--- config.mk ---
export PLATFORM = sky130hd
export DESIGN_NAME = acpm_top
export DESIGN_NICKNAME = d
export VERILOG_FILES = /design/src/hdl/acpm_pkg.sv /design/src/hdl/acpm_decode.sv /design/src/hdl/acpm_top.sv
export SDC_FILE = /design/constraint.sdc
export NUM_CORES = 1
export LEC_CHECK = 0
export ABC_AREA = 0
export BUFFER_PORTS_ARGS = -buffer_cell sky130_fd_sc_hd__buf_2
export CAP_MARGIN = 20
export CORE_MARGIN = 3
export CORE_UTILIZATION = 30
export CTS_CLUSTER_SIZE = 25
export DETAILED_ROUTE_END_ITERATION = 7
export SKIP_LAST_GASP = 1
export SYNTH_ARGS = -nofsm -noshare
export SYNTH_HDL_FRONTEND = slang
export SYNTH_SLANG_ARGS = --single-unit
--- constraint.sdc ---
create_clock -name aclk -period 9.45 [get_ports aclk]
set_clock_uncertainty 0.2 [all_clocks]
set_input_delay 2.835 -clock aclk [delete_from_list [all_inputs] [get_ports aclk]]
set_output_delay 2.835 -clock aclk [all_outputs]
set_load 0.01 [all_outputs]
--- src/hdl/acpm_pkg.sv ---
// package for the alternate context priority map block
// assumes a single 20 MHz clock domain and an axi4-lite register bus
package acpm_pkg;

    // ************************************************************
    // register map
    // ************************************************************
    localparam logic [3:0] CONFIG_OFFSET = 4'h0;
    localparam logic [3:0] PROGRAM_OFFSET = 4'h4;
    localparam logic [3:0] LOOKUP_OFFSET = 4'h8;
    localparam logic [3:0] RESULT_OFFSET = 4'hc;

    // ************************************************************
    // configuration word layout
    // ************************************************************
    localparam int WORD_WIDTH = 24;
    localparam int SETS = 4;
    localparam int SEL_WIDTH = 3;
    localparam int SET4_LSB = 12;
    localparam int SET3_LSB = 8;
    localparam int SET2_LSB = 4;
    localparam int SET1_LSB = 0;
    // erased word: every set unassigned, unimplemented bits high
    localparam logic [23:0] ERASED_VALUE = 24'hff_ffff;
    // ones in unimplemented positions: 23-15, 11, 7, 3
    localparam logic [23:0] UNIMPL_MASK = 24'hff_8888;
    localparam logic [2:0] SEL_UNASSIGNED = 3'h7;
    localparam logic [2:0] LEVEL_NONE = 3'h0;

    // ************************************************************
    // axi response codes
    // ************************************************************
    localparam logic [1:0] RESP_OKAY = 2'h0;
    localparam logic [1:0] RESP_SLVERR = 2'h2;

    // result of one level lookup
    typedef struct packed {
        logic hit;
        logic [1:0] set_index;
    } acpm_lookup_s;

    typedef enum logic [1:0] {
        ACPM_W_IDLE,
        ACPM_W_RESP
    } acpm_wstate_e;

endpackage

--- src/hdl/acpm_decode.sv ---
// maps an interrupt priority level to the shadow set bound to it
// assumes a level of 0 never selects a shadow set
module acpm_decode (
    // configuration word
    input wire logic [23:0] config_word,
    // level asked for
    input wire logic [2:0] interrupt_priority_level,
    // lookup result
    output acpm_pkg::acpm_lookup_s result
);

    logic [3:0] match;

    // ************************************************************
    // per-set compare
    // ************************************************************
    genvar g;
    generate
        for (g = 0; g < acpm_pkg::SETS; g++) begin : g_set
            logic [2:0] sel;
            assign sel = config_word[g*4 +: 3];
            // code v means level v+1; 111 never matches a level
            assign match[g] = (sel != acpm_pkg::SEL_UNASSIGNED)
                && (interrupt_priority_level != acpm_pkg::LEVEL_NONE)
                && (sel == 3'(interrupt_priority_level - 3'h1));
        end
    endgenerate

    // lowest numbered set wins if software binds two sets to one level
    always_comb begin
        result = '0;
        for (int i = acpm_pkg::SETS - 1; i >= 0; i--) begin
            if (match[i]) begin
                result.hit = 1'b1;
                result.set_index = 2'(i);
            end
        end
    end

endmodule

--- src/hdl/acpm_top.sv ---
// alternate context priority map: program-once configuration word with lookup
// assumes an axi4-lite master issuing one read and one write at a time
module acpm_top (
    // clock and reset
    input wire logic aclk,
    input wire logic aresetn,
    // axi4-lite write address
    input wire logic [3:0] s_axi_awaddr,
    input wire logic s_axi_awvalid,
    output logic s_axi_awready,
    // axi4-lite write data
    input wire logic [31:0] s_axi_wdata,
    input wire logic [3:0] s_axi_wstrb,
    input wire logic s_axi_wvalid,
    output logic s_axi_wready,
    // axi4-lite write response
    output logic [1:0] s_axi_bresp,
    output logic s_axi_bvalid,
    input wire logic s_axi_bready,
    // axi4-lite read address
    input wire logic [3:0] s_axi_araddr,
    input wire logic s_axi_arvalid,
    output logic s_axi_arready,
    // axi4-lite read data
    output logic [31:0] s_axi_rdata,
    output logic [1:0] s_axi_rresp,
    output logic s_axi_rvalid,
    input wire logic s_axi_rready,
    // cpu interrupt entry side
    input wire logic [2:0] interrupt_priority_level,
    output logic shadow_swap,
    output logic [1:0] shadow_set_index,
    // selector fields for the context switch logic
    output logic [2:0] shadow_set4_level_sel,
    output logic [2:0] shadow_set3_level_sel,
    output logic [2:0] shadow_set2_level_sel,
    output logic [2:0] shadow_set1_level_sel
);

    // ************************************************************
    // storage
    // ************************************************************
    logic [23:0] cfg_r;
    logic [23:0] cfg_nxt;
    logic programmed_r;
    logic [2:0] probe_level_r;
    logic [1:0] bresp_r;
    logic bvalid_r;
    logic [31:0] rdata_r;
    logic [1:0] rresp_r;
    logic rvalid_r;
    logic aw_held_r;
    logic [3:0] awaddr_r;
    logic w_held_r;
    logic [31:0] wdata_r;
    logic [3:0] wstrb_r;
    acpm_pkg::acpm_wstate_e wstate_r;
    logic [23:0] cfg_view;
    logic [3:0] wr_addr;
    logic [31:0] wr_data;
    logic [3:0] wr_strb;
    logic aw_have;
    logic w_have;
    logic wr_fire;
    logic wr_ok;
    acpm_pkg::acpm_lookup_s cpu_hit;
    acpm_pkg::acpm_lookup_s probe_hit;

    // unimplemented positions forced high on every view
    assign cfg_view = cfg_r | acpm_pkg::UNIMPL_MASK;

    // ************************************************************
    // field outputs
    // ************************************************************
    assign shadow_set4_level_sel = cfg_r[acpm_pkg::SET4_LSB +: acpm_pkg::SEL_WIDTH];
    assign shadow_set3_level_sel = cfg_r[acpm_pkg::SET3_LSB +: acpm_pkg::SEL_WIDTH];
    assign shadow_set2_level_sel = cfg_r[acpm_pkg::SET2_LSB +: acpm_pkg::SEL_WIDTH];
    assign shadow_set1_level_sel = cfg_r[acpm_pkg::SET1_LSB +: acpm_pkg::SEL_WIDTH];

    // ************************************************************
    // lookups
    // ************************************************************
    acpm_decode u_cpu_decode (
        .config_word(cfg_view),
        .interrupt_priority_level(interrupt_priority_level),
        .result(cpu_hit)
    );

    acpm_decode u_probe_decode (
        .config_word(cfg_view),
        .interrupt_priority_level(probe_level_r),
        .result(probe_hit)
    );

    // swap decision drives the context switch on interrupt entry
    assign shadow_swap = cpu_hit.hit;
    assign shadow_set_index = cpu_hit.set_index;

    // ************************************************************
    // write channel
    // ************************************************************
    assign aw_have = aw_held_r || s_axi_awvalid;
    assign w_have = w_held_r || s_axi_wvalid;
    assign wr_addr = aw_held_r ? awaddr_r : s_axi_awaddr;
    assign wr_data = w_held_r ? wdata_r : s_axi_wdata;
    assign wr_strb = w_held_r ? wstrb_r : s_axi_wstrb;
    assign wr_fire = (wstate_r == acpm_pkg::ACPM_W_IDLE) && aw_have && w_have;
    assign s_axi_awready = (wstate_r == acpm_pkg::ACPM_W_IDLE) && !aw_held_r;
    assign s_axi_wready = (wstate_r == acpm_pkg::ACPM_W_IDLE) && !w_held_r;
    assign wr_ok = (wr_addr == acpm_pkg::PROGRAM_OFFSET)
        || (wr_addr == acpm_pkg::LOOKUP_OFFSET);

    always_ff @(posedge aclk) begin
        if (!aresetn) begin
            aw_held_r <= 1'b0;
            awaddr_r <= 4'h0;
        end else if (wr_fire) begin
            aw_held_r <= 1'b0;
        end else if (s_axi_awvalid && s_axi_awready) begin
            aw_held_r <= 1'b1;
            awaddr_r <= s_axi_awaddr;
        end
    end

    always_ff @(posedge aclk) begin
        if (!aresetn) begin
            w_held_r <= 1'b0;
            wdata_r <= 32'h0000_0000;
            wstrb_r <= 4'h0;
        end else if (wr_fire) begin
            w_held_r <= 1'b0;
        end else if (s_axi_wvalid && s_axi_wready) begin
            w_held_r <= 1'b1;
            wdata_r <= s_axi_wdata;
            wstrb_r <= s_axi_wstrb;
        end
    end

    always_ff @(posedge aclk) begin
        if (!aresetn) begin
            wstate_r <= acpm_pkg::ACPM_W_IDLE;
            bvalid_r <= 1'b0;
            bresp_r <= acpm_pkg::RESP_OKAY;
        end else begin
            unique case (wstate_r)
                acpm_pkg::ACPM_W_IDLE: begin
                    if (wr_fire) begin
                        wstate_r <= acpm_pkg::ACPM_W_RESP;
                        bvalid_r <= 1'b1;
                        bresp_r <= wr_ok ? acpm_pkg::RESP_OKAY : acpm_pkg::RESP_SLVERR;
                    end
                end
                acpm_pkg::ACPM_W_RESP: begin
                    if (s_axi_bready) begin
                        wstate_r <= acpm_pkg::ACPM_W_IDLE;
                        bvalid_r <= 1'b0;
                    end
                end
            endcase
        end
    end

    assign s_axi_bvalid = bvalid_r;
    assign s_axi_bresp = bresp_r;

    // ************************************************************
    // program-once word
    // ************************************************************
    // programming can only clear bits, like erased otp cells; once only per reset
    always_comb begin
        cfg_nxt = cfg_r;
        for (int b = 0; b < 3; b++) begin
            if (wr_strb[b]) begin
                cfg_nxt[b*8 +: 8] = cfg_r[b*8 +: 8] & wr_data[b*8 +: 8];
            end
        end
        cfg_nxt = cfg_nxt | acpm_pkg::UNIMPL_MASK;
    end

    // reset stands in for an erase; a real part keeps the word across resets
    always_ff @(posedge aclk) begin
        if (!aresetn) begin
            cfg_r <= acpm_pkg::ERASED_VALUE;
            programmed_r <= 1'b0;
        end else if (wr_fire && (wr_addr == acpm_pkg::PROGRAM_OFFSET) && !programmed_r) begin
            cfg_r <= cfg_nxt;
            programmed_r <= 1'b1;
        end
    end

    always_ff @(posedge aclk) begin
        if (!aresetn) begin
            probe_level_r <= 3'h0;
        end else if (wr_fire && (wr_addr == acpm_pkg::LOOKUP_OFFSET) && wr_strb[0]) begin
            probe_level_r <= wr_data[2:0];
        end
    end

    // ************************************************************
    // read channel
    // ************************************************************
    assign s_axi_arready = !rvalid_r;

    always_ff @(posedge aclk) begin
        if (!aresetn) begin
            rvalid_r <= 1'b0;
            rdata_r <= 32'h0000_0000;
            rresp_r <= acpm_pkg::RESP_OKAY;
        end else if (s_axi_arvalid && s_axi_arready) begin
            rvalid_r <= 1'b1;
            rresp_r <= acpm_pkg::RESP_OKAY;
            unique case (s_axi_araddr)
                acpm_pkg::CONFIG_OFFSET: rdata_r <= {8'h00, cfg_view};
                acpm_pkg::PROGRAM_OFFSET: rdata_r <= {31'h0000_0000, programmed_r};
                acpm_pkg::LOOKUP_OFFSET: rdata_r <= {29'h0000_0000, probe_level_r};
                acpm_pkg::RESULT_OFFSET: rdata_r <= {29'h0000_0000, probe_hit};
                default: begin
                    rdata_r <= 32'h0000_0000;
                    rresp_r <= acpm_pkg::RESP_SLVERR;
                end
            endcase
        end else if (s_axi_rready) begin
            rvalid_r <= 1'b0;
        end
    end

    assign s_axi_rvalid = rvalid_r;
    assign s_axi_rdata = rdata_r;
    assign s_axi_rresp = rresp_r;

endmodule

==> flow_metrics.env, run 1 <==
export IMPL_drv_slew=0
export IMPL_numPortBuffers=77
export IMPL_post_cts_setup_buffers=0
export IMPL_synth_distinct_cells=56
export IMPL_leakagePower_nw=1.49
export IMPL_multi_input_area_sq_um=1610
export IMPL_firstDrtPassIters=4
export IMPL_cp_end_kind="output pin"
export IMPL_std_cell_rows=35
export IMPL_grt_util_met2_pct=21.4
export IMPL_die_area_sq_um=11000
export IMPL_final_util_pct=35.9
export IMPL_syn_to_final_growth_pct=15.3
export IMPL_dp_cells=498
export IMPL_period_needed_ps=7710
export IMPL_holdCritPathClass="flip-flop to flip-flop"
export IMPL_num_vias=2383
export IMPL_setup_viol=0
export IMPL_viasPerCell=4.71
export IMPL_synth_seq_cells=53
export IMPL_seq_area_sq_um=1060
export IMPL_place_hpwl_mm=5.21
export IMPL_yosys_warnings=0
export IMPL_htree_levels=2
export IMPL_gp_congestion=0.759
export IMPL_grt_start_max_net_pins=44
export IMPL_synth_ff_type="dfxtp_1"
export IMPL_fin_nets=434
export IMPL_met3_usage_pct=3.64
export IMPL_worst_path_most_repeated_cell="buf_2"
export IMPL_instances_no_fill=506
export IMPL_cp_buffers_inverters=3
export IMPL_syn_inst=323
export IMPL_grt_first_pass_wirelength_mm=11.4
export IMPL_tightest_slew_ps=903
export IMPL_tns_ps=0
export IMPL_critical_path_slowest_cell="a2111oi_0"
export IMPL_whs_ps=262
export IMPL_die_w_microns=105
export IMPL_grt_overflow=0
export IMPL_antenna_found_initial=0
export IMPL_crit_required_ps=6420
export IMPL_drcViolationCount=0
export IMPL_placed_cell_area_sq_um=3270
export IMPL_insertion_delay_ps=310
export IMPL_cts_sinks=53
export IMPL_fin_ws_ps=1740
export IMPL_relSlewSlack_pct=39.7
export IMPL_synth_edff_count=0
export IMPL_crit_fanout=6
export IMPL_rsz0062_at_grt="no"
export IMPL_initial_utilization_pct=31.2
export IMPL_slowest_delay_ps=560
export IMPL_wl_mm=6.77
export IMPL_synth_seq_area_share_pct=36.3
export IMPL_use_met1_pct=15.0
export IMPL_powerDensity_nw_per_um2=133
export IMPL_tritoncts="built"
export IMPL_fillers=988
export IMPL_async_reset_ff_share_pct=0
export IMPL_outcome="finished, final reports clean"
export IMPL_finalCritPeriodShare_pct=81.6
export IMPL_ios=110
export IMPL_final_area_sq_um=3370
export IMPL_synth_area_top_cells="dfxtp_1 (36%), mux2i_1 (12%), buf_4 (5.4%)"
export IMPL_drt_iter0_drc=100
export IMPL_layout_drive_gt1_share_pct=25.7
export IMPL_synth_top_area_share_pct=36.3
export IMPL_fmax_mhz=130
export IMPL_grt_total_usage_pct=12.4
export IMPL_drtAntennaViolNets=0
export IMPL_arrival_ps=4670
export IMPL_die_y_microns=105
export IMPL_dp_slack_ps=1750
export IMPL_clockBufferDepth=2
export IMPL_top_usage_layer="met2"
export IMPL_worstSetupPathType="primary input to output pin"
export IMPL_maxCapViolCount=0
export IMPL_core_area_sq_um=9370
export IMPL_syn_area_sq_um=2920
export IMPL_post_cts_resize_count=0
export IMPL_cts_made_buffers=5
export IMPL_ir_worst_vdd_v=0.0000636
export IMPL_antenna_diode_count=0
export IMPL_grt_pass1_vias=2268
export IMPL_synth_top_cell_by_area="dfxtp_1"
export IMPL_startpoint_type="primary input"
export IMPL_path_clk_slew_ps=100
export IMPL_path_delay_family="compound AO/OA/AOI/OAI gates"
export IMPL_path_cells="buf_2 -> inv_1 -> ha_1 -> xor2_1 -> o21ai_0 -> a2111oi_0 -> a31oi_1 -> nor2b_1 -> buf_2"
export IMPL_power_mw=0.449
export IMPL_wire_per_inst_microns=13.4
export IMPL_finalHoldViolCount=0
export IMPL_holdBufCountCts=0
export IMPL_cts_root_buf="clkbuf_8"
export IMPL_syn_avg_cell_area_sq_um=9.04
## synthesized netlist by cell type, types with 3 or more instances
cell type / n
a22oi_1: 11
o22ai_1: 5
a2bb2oi_1: 12
xor2_1: 9
mux2i_1: 35
inv_1: 11
a21oi_1: 11
nand2b_1: 9
ha_1: 4
or2_0: 3
o21ai_0: 6
nor2b_1: 3
xnor2_1: 7
dfxtp_1: 53
a31oi_1: 4
clkbuf_1: 14
buf_4: 21
buf_2: 4
nor2_1: 38
nand3b_1: 4
nand2_1: 11
nor3_1: 7
## worst paths after layout
kind / start / to / slack, ps / cells past startpoint
setup / recovery: interrupt_priority_level[0] / shadow_set_index[1] / 1740 / 9
hold / removal: s_axi_rresp[1]$_SDFFE_PN0P_ / s_axi_rresp[1]$_SDFFE_PN0P_ / 260 / 2
setup reg to reg: w_held_r$_SDFFE_PP0P_ / cfg_r[12]$_SDFFE_PN1P_ / 6840 / 5
hold reg to reg: s_axi_rresp[1]$_SDFFE_PN0P_ / s_axi_rresp[1]$_SDFFE_PN0P_ / 260 / 2
## worst reg2reg max path, stage by stage, from the launching register on
cell	delay, ps
dfxtp_1	930
o22ai_1	140
nor2_1	430
nand3_2	230
nor4_4	440
a2bb2oi_1	130
## cell usage in the layout (no fill, tap or decap), drive strengths merged, types with 2 or more instances in the layout
master,Yosys,layout
nand2,11,11
nor2,39,39
mux2,2,2
ha,4,4
nor2b,3,3
xor2,10,10
a31oi,4,4
a21oi,11,11
nand3b,4,4
nand4,2,2
a21o,2,2
nor4,3,3
a22oi,11,11
conb,1,10
nand3,3,3
nor3,7,7
nand4b,2,2
a211oi,3,3
nor4b,3,3
o22ai,5,5
dfxtp,53,53
nand2b,9,9
o21ai,6,6
inv,11,13
or2,4,4
mux2i,35,35
buf,27,78
a2bb2oi,12,12
clkbuf,14,5
clkinv,1,2
xnor2,7,7
## registers in the layout, indices dropped and copies added (netlist names), 2 cells and up
signal and flops:
cfg_r 12, wstrb_r 2, probe_level_r 3, s_axi_rdata 13, awaddr_r 4, wdata_r 12
## layout make-up
cell class / count / share of cell area [%]
Multi-Input combinational cell: 226 / 47.8
Clock inverter: 3 / 0.854
Tap cell: 129 / 4.79
Inverter: 12 / 1.34
Clock buffer: 5 / 2.04
Sequential cell: 53 / 31.5
Timing Repair Buffer: 78 / 11.7
## cells by family (layout without fill, tap and decap cells)
group                      Yosys count  in the layout  synth area share, %
AOI/OAI and AO/OA                   63             63                 15.5
other                                1             10                0.128
DFF                                 53             53                 36.3
xor gates and xnor gates            18             18                 6.17
buffers and inverters               53             98                 9.68
adders and majority gates            4              4                 1.71
and+or+nand+nor                     94             94                 17.6
muxes                               37             37                 12.9
## per-layer routing
| layer | part of all wire [%] | wire [microns] | vias up |
|---|---|---|---|
| met3 | 6.9 | 464 | 2 |
| li1 | - | - | 1211 |
| met1 | 45 | 3020 | 1101 |
| met4 | 0.80 | 54 | 0 |
| met2 | 48 | 3230 | 69 |
| met5 | 0 | 0 | - |
## power by group
part / total (mW) / leakage [nW] / internal, mW / switching, mW
combinational: 0.0676 / 1.01 / 0.0310 / 0.0366
clock: 0.141 / 0.0506 / 0.0557 / 0.0856
sequential: 0.241 / 0.431 / 0.231 / 0.00946
Power figures use the tool's default switching activity.
==> inputs of run 2 (changes only) <==
- clock period: 9.45 -> 8 ns (I/O delays scaled with it)
==> run 2 against run 1 <==
Effect of this change:
- sequential power grew 18%
- final cell count did not move
- non-clock buffer count did not move
- worst setup slack got worse by 610 ps
- count of clock-buffer cells in the layout unchanged
- wire length grew 4.1%
- die area did not move
- final area rose by 0.56%
- power rose by 24%
- flip-flop and latch count unchanged
- critical path depth unchanged
- critical path type unchanged
- highest routed layer unchanged
==> flow_metrics.env, run 2 (synthesis gave the netlist of run 1 again) <==
export IMPL_maxCapViolCount=0
export IMPL_rrSetupSlack_ps=5340
export IMPL_cts_sinks=53
export IMPL_path_clk_slew_ps=100
export IMPL_reg2reg_to="cfg_r[12]$_SDFFE_PN1P_"
export IMPL_post_cts_setup_buffers=0
export IMPL_htree_levels=2
export IMPL_cts_root_buf="clkbuf_8"
export IMPL_holdCritPathClass="flip-flop to flip-flop"
export IMPL_grt_start_max_net_pins=44
export IMPL_period_needed_ps=6870
export IMPL_setup_viol=0
export IMPL_syn_to_final_growth_pct=16.0
export IMPL_die_y_microns=105
export IMPL_critical_path_slowest_cell="a2111oi_0"
export IMPL_final_cell_mix="buf_2 (77), dfxtp_1 (53), nor2_1 (38), mux2i_1 (35), a2bb2oi_1 (12)"
export IMPL_ios=110
export IMPL_tns_ps=0
export IMPL_holdBufCountCts=0
export IMPL_outcome="finished, final reports clean"
export IMPL_largest_register_ffs=13
export IMPL_drcViolationCount=0
export IMPL_gp_congestion=0.760
export IMPL_fmax_mhz=146
export IMPL_drt_iter0_drc=122
export IMPL_clockBufferDepth=2
export IMPL_antenna_found_initial=0
export IMPL_ir_worst_vdd_v=0.0000690
export IMPL_worstSetupPathType="primary input to output pin"
export IMPL_std_cell_rows=35
export IMPL_finalCritPeriodShare_pct=85.8
export IMPL_num_vias=2443
export IMPL_path_cells="buf_2 -> inv_1 -> ha_1 -> xor2_1 -> o21ai_0 -> a2111oi_0 -> a32oi_1 -> nor2_1 -> buf_2"
export IMPL_grt_first_pass_wirelength_mm=11.3
export IMPL_numPortBuffers=77
export IMPL_final_common_cell="buf_2"
export IMPL_grt_total_usage_pct=12.6
export IMPL_core_area_sq_um=9370
export IMPL_cts_made_buffers=5
export IMPL_holdPathStages=2
export IMPL_startpoint_type="primary input"
export IMPL_wl_mm=7.04
export IMPL_antenna_diode_count=0
export IMPL_insertion_delay_ps=320
export IMPL_crit_fanout=6
export IMPL_firstDrtPassIters=4
export IMPL_r2r_start="w_held_r$_SDFFE_PP0P_"
export IMPL_slowest_delay_ps=550
export IMPL_crit_required_ps=5400
export IMPL_rsz0062_at_grt="no"
export IMPL_leakagePower_nw=1.50
export IMPL_grt_overflow=0
export IMPL_r2r_cells=5
export IMPL_hp_start="s_axi_rresp[1]$_SDFFE_PN0P_"
export IMPL_arrival_ps=4270
export IMPL_tritoncts="built"
export IMPL_worst_path_most_repeated_cell="buf_2"
export IMPL_final_util_pct=36.1
export IMPL_fin_nets=434
export IMPL_drtAntennaViolNets=0
export IMPL_min_to="s_axi_rresp[1]$_SDFFE_PN0P_"
export IMPL_viasPerCell=4.83
export IMPL_place_hpwl_mm=5.23
export IMPL_tightest_slew_ps=943
export IMPL_powerDensity_nw_per_um2=165
export IMPL_wire_per_inst_microns=13.9
export IMPL_drv_slew=0
export IMPL_post_cts_resize_count=0
export IMPL_power_mw=0.559
export IMPL_relSlewSlack_pct=37.1
export IMPL_initial_utilization_pct=31.2
export IMPL_fillers=982
export IMPL_grt_pass1_vias=2253
export IMPL_finalHoldViolCount=0
export IMPL_layout_drive_gt1_share_pct=25.7
export IMPL_die_area_sq_um=11000
export IMPL_die_w_microns=105
export IMPL_cp_end_kind="output pin"
## run 2: cell types whose count changed in the layout (fill, tap and decap cells not counted), sizes merged
cell    previous run  this run
clkinv             2         1
bufinv             0         1
## run 2: cell type report
| class | instances | area (sq um) | area share [%] |
|---|---|---|---|
| clock buffers | 5 | 68.8 | 2.03 |
| inverters | 12 | 45.0 | 1.33 |
| flip-flops and latches | 53 | 1060 | 31.3 |
| multi-input cells | 226 | 1610 | 47.5 |
| repair buffers | 78 | 393 | 11.6 |
| well taps | 129 | 161 | 4.77 |
| clock inverters | 3 | 47.5 | 1.40 |
## run 2: critical path, delay by kind of cell
family	cells	cell delay, ps
simple gates	1	150
fa+ha+maj	1	410
compound gates	3	760
xor+xnor	1	160
buf+inv	3	380
## run 2: report_power, final
| part | total, mW | internal [mW] | leakage (nW) | switching, mW |
|---|---|---|---|---|
| clock network | 0.194 | 0.0957 | 0.0591 | 0.0987 |
| registers | 0.284 | 0.273 | 0.431 | 0.0114 |
| logic | 0.0804 | 0.0367 | 1.01 | 0.0437 |
## run 2: metrics by stage
stage / cell area [sq um] / setup slack (ps) / std cells / hold WS, ps
6_report: 3390 / 1130 / 506 / 263
5_1_grt: 3390 / 1070 / 506 / 301
2_1_floorplan: 2950 / 1290 / 332 / 249
3_5_place_dp: 3270 / 1170 / 498 / 248
3_3_place_gp: 3270 / 1230 / 498 / 246
4_1_cts: 3390 / 1170 / 506 / 265
## run 2: how the worst max path moves through the flow
| stage | startpoint | endpoint | slack, ps | depth (start not counted) |
|---|---|---|---|---|
| detailed placement | interrupt_priority_level[0] | shadow_set_index[1] | 1170 | 9 |
| finish | interrupt_priority_level[0] | shadow_set_index[0] | 1130 | 9 |
| floorplan | interrupt_priority_level[0] | shadow_set_index[1] | 1290 | 9 |
| global placement | interrupt_priority_level[0] | shadow_set_index[1] | 1230 | 9 |
| global route | interrupt_priority_level[0] | shadow_set_index[1] | 1070 | 9 |
| CTS | interrupt_priority_level[0] | shadow_set_index[1] | 1170 | 9 |
## run 2: per-layer routing
metal / wire [microns] / share of wire (%) / global-route usage [%] / vias to the layer above
met1: 3220 / 46 / 15.5 / 1164
met4: 93 / 1.3 / 3.94 / 0
met5: 0 / 0 / 0 / -
met3: 444 / 6.3 / 3.83 / 7
met2: 3290 / 47 / 21.0 / 64
li1: - / - / - / 1208
==> inputs of run 3 (changes only) <==
- ABC_AREA: 0 -> 1
==> run 3 against run 2 <==
Effect of this change:
- clock power down 6%
- wire length is 5.9% higher
- largest cell class unchanged
- die area down 3.1%
- area after synthesis decreased by 3.3%
- first-iteration DRC count up 11%
- non-clock buffer count decreased by 1
- via count is 15% higher
- combinational power up 8.5%
- critical path depth stayed put
- final cell count grew 17%
- synthesized cell count rose by 31%
- critical path type unchanged
- count of clock-buffer cells in the layout unchanged
==> flow_metrics.env, run 3 <==
export IMPL_pwr_share_seq_pct=51.2
export IMPL_arrival_ps=4090
export IMPL_startpoint_type="primary input"
export IMPL_antenna_diode_count=0
export IMPL_path_cells="buf_2 -> inv_1 -> ha_1 -> ha_1 -> o22ai_1 -> a211oi_1 -> o21ai_0 -> a21oi_1 -> buf_2"
export IMPL_grt_first_pass_wirelength_mm=11.9
export IMPL_power_mw=0.555
export IMPL_wire_per_inst_microns=12.6
export IMPL_grt_overflow=0
export IMPL_viasPerCell=4.74
export IMPL_instances_no_fill=590
export IMPL_async_reset_ff_share_pct=0
export IMPL_drtAntennaViolNets=0
export IMPL_worstSetupPathType="primary input to output pin"
export IMPL_cts_sinks=53
export IMPL_post_cts_setup_buffers=0
export IMPL_reg2reg_to="probe_level_r[1]$_SDFFE_PN0P_"
export IMPL_dr_wl_met2_mm=3.38
export IMPL_grt_start_max_net_pins=39
export IMPL_critical_path_slowest_cell="ha_1"
export IMPL_cts_root_buf="clkbuf_8"
export IMPL_synth_top_area_share_pct=37.6
export IMPL_slowest_delay_ps=420
export IMPL_r2r_start="w_held_r$_SDFFE_PP0P_"
export IMPL_die_area_sq_um=10600
export IMPL_die_w_microns=103
export IMPL_fmax_mhz=150
export IMPL_net_switching_power_mw=0.156
export IMPL_std_cell_rows=34
export IMPL_gp_congestion=0.876
export IMPL_final_common_cell="nand2_1"
export IMPL_grt_pass1_vias=2470
export IMPL_path_clk_slew_ps=100
export IMPL_layout_drive_gt1_share_pct=19.1
export IMPL_holdCritPathClass="flip-flop to flip-flop"
export IMPL_antenna_found_initial=0
export IMPL_clockBufferDepth=2
export IMPL_finalHoldViolCount=0
export IMPL_fin_nets=540
export IMPL_synth_top_cells_by_count="nand2_1 (108), dfxtp_1 (53), inv_1 (51)"
export IMPL_rsz0062_at_grt="no"
export IMPL_cp_startpoint="interrupt_priority_level[0]"
export IMPL_holdBufCountCts=0
export IMPL_synth_edff_count=0
export IMPL_drcViolationCount=0
export IMPL_rrSetupSlack_ps=5810
export IMPL_maxCapViolCount=0
export IMPL_period_needed_ps=6690
export IMPL_post_cts_resize_count=0
export IMPL_relSlewSlack_pct=40.9
export IMPL_die_y_microns=103
export IMPL_switching_share_pct=28.0
export IMPL_initial_utilization_pct=31.6
export IMPL_highest_signal_layer="met4"
export IMPL_drv_slew=0
export IMPL_cp_end_kind="output pin"
export IMPL_final_cell_mix="nand2_1 (108), buf_2 (77), dfxtp_1 (53), inv_1 (51), a21oi_1 (42)"
export IMPL_synth_seq_area_share_pct=37.6
export IMPL_synth_ff_type="dfxtp_1"
export IMPL_num_vias=2798
export IMPL_ios=110
export IMPL_powerDensity_nw_per_um2=169
export IMPL_ir_worst_vdd_v=0.0000809
export IMPL_numPortBuffers=77
export IMPL_finalCritPeriodShare_pct=83.6
export IMPL_tightest_slew_ps=884
export IMPL_tritoncts="built"
export IMPL_drt_iter0_drc=136
export IMPL_yosys_cell_count_top_type="nand2_1"
export IMPL_synth_area_top_cells="dfxtp_1 (38%), nand2_1 (14%), a21oi_1 (7.4%)"
export IMPL_met1_length_mm=3.59
export IMPL_firstDrtPassIters=5
export IMPL_intPower_mw=0.399
export IMPL_place_hpwl_mm=5.71
export IMPL_grt_total_usage_pct=14.0
export IMPL_wl_mm=7.45
export IMPL_syn_avg_cell_area_sq_um=6.69
export IMPL_yosys_warnings=0
export IMPL_crit_fanout=8
export IMPL_cts_made_buffers=5
export IMPL_syn_inst=422
export IMPL_endpoint="shadow_set_index[0]"
export IMPL_dr_wl_met3_microns=438
export IMPL_largest_register_ffs=13
export IMPL_tns_ps=0
export IMPL_leakagePower_nw=1.60
export IMPL_syn_area_sq_um=2820
export IMPL_r2r_cells=5
export IMPL_dp_cells=583
export IMPL_insertion_delay_ps=310
export IMPL_htree_levels=2
export IMPL_outcome="finished, final reports clean"
export IMPL_synth_seq_cells=53
export IMPL_crit_required_ps=5400
export IMPL_clock_power_share_pct=33.1
export IMPL_synth_top_cell_by_area="dfxtp_1"
export IMPL_synth_distinct_cells=27
export IMPL_syn_to_final_growth_pct=16.0
export IMPL_pwr_share_comb_pct=15.7
export IMPL_core_area_sq_um=8930
export IMPL_setup_viol=0
[run 3: layout make-up]
cell class	count	area [sq um]
sequential	53	1060
timing repair buffer	77	385
inverter	53	199
fill	987	5660
clock inverter	2	38.8
tap	108	135
multi-input combinational	292	1390
clock buffer	5	68.8
[run 3: metrics by stage]
stage          area, sq um  utilization [%]  setup WS [ps]  hold WS (ps)
2_1_floorplan         2860                -           1530           224
3_3_place_gp          3170             35.5           1340           234
3_5_place_dp          3170             35.5           1330           239
4_1_cts               3280             36.7           1330           255
5_1_grt               3280             36.7           1140           274
6_report              3280             36.7           1310           251
[run 3: power groups by stage]
stage	clock, mW	combinational [mW]	sequential (mW)
after floorplan	0	0.0655	0.289
after CTS	0.191	0.0881	0.284
after detailed placement	0	0.0879	0.290
after global routing	0.199	0.102	0.286
final	0.183	0.0872	0.284
after global placement	0	0.0865	0.290
[run 3: worst max-delay path: cells and delay by family]
family	cells	cell delay, ps
compound gates	4	690
buf+inv	3	360
fa+ha+maj	2	640
[run 3: cell families after synthesis]
| family | Yosys count | share of synthesized area, % |
|---|---|---|
| buffers and inverters | 86 | 14.5 |
| XOR/XNOR | 4 | 1.24 |
| AO/OA/AOI/OAI | 108 | 20.2 |
| AND/OR/NAND/NOR | 166 | 24.6 |
| adder cells (fa/ha/maj) | 4 | 1.77 |
| flip-flops | 53 | 37.6 |
| other | 1 | 0.133 |
[run 3: per-layer routing]
metal	global-route usage [%]	vias to the layer above
li1	-	1455
met1	19.7	1266
met2	22.2	70
met3	2.98	7
met4	2.89	0
met5	0	-
[run 3: worst min path at each step]
| stage | end | slack, ps | startpoint | cells after the start |
|---|---|---|---|---|
| after floorplan | wdata_r[0]$_SDFFE_PN0P_ | 220 | wdata_r[0]$_SDFFE_PN0P_ | 2 |
| after global placement | wdata_r[1]$_SDFFE_PN0P_ | 230 | wdata_r[1]$_SDFFE_PN0P_ | 2 |
| after detailed placement | wdata_r[2]$_SDFFE_PN0P_ | 240 | wdata_r[2]$_SDFFE_PN0P_ | 2 |
| after CTS | wdata_r[1]$_SDFFE_PN0P_ | 250 | wdata_r[1]$_SDFFE_PN0P_ | 2 |
| after global routing | wdata_r[0]$_SDFFE_PN0P_ | 270 | wdata_r[0]$_SDFFE_PN0P_ | 2 |
| final | wdata_r[6]$_SDFFE_PN0P_ | 250 | wdata_r[6]$_SDFFE_PN0P_ | 2 |
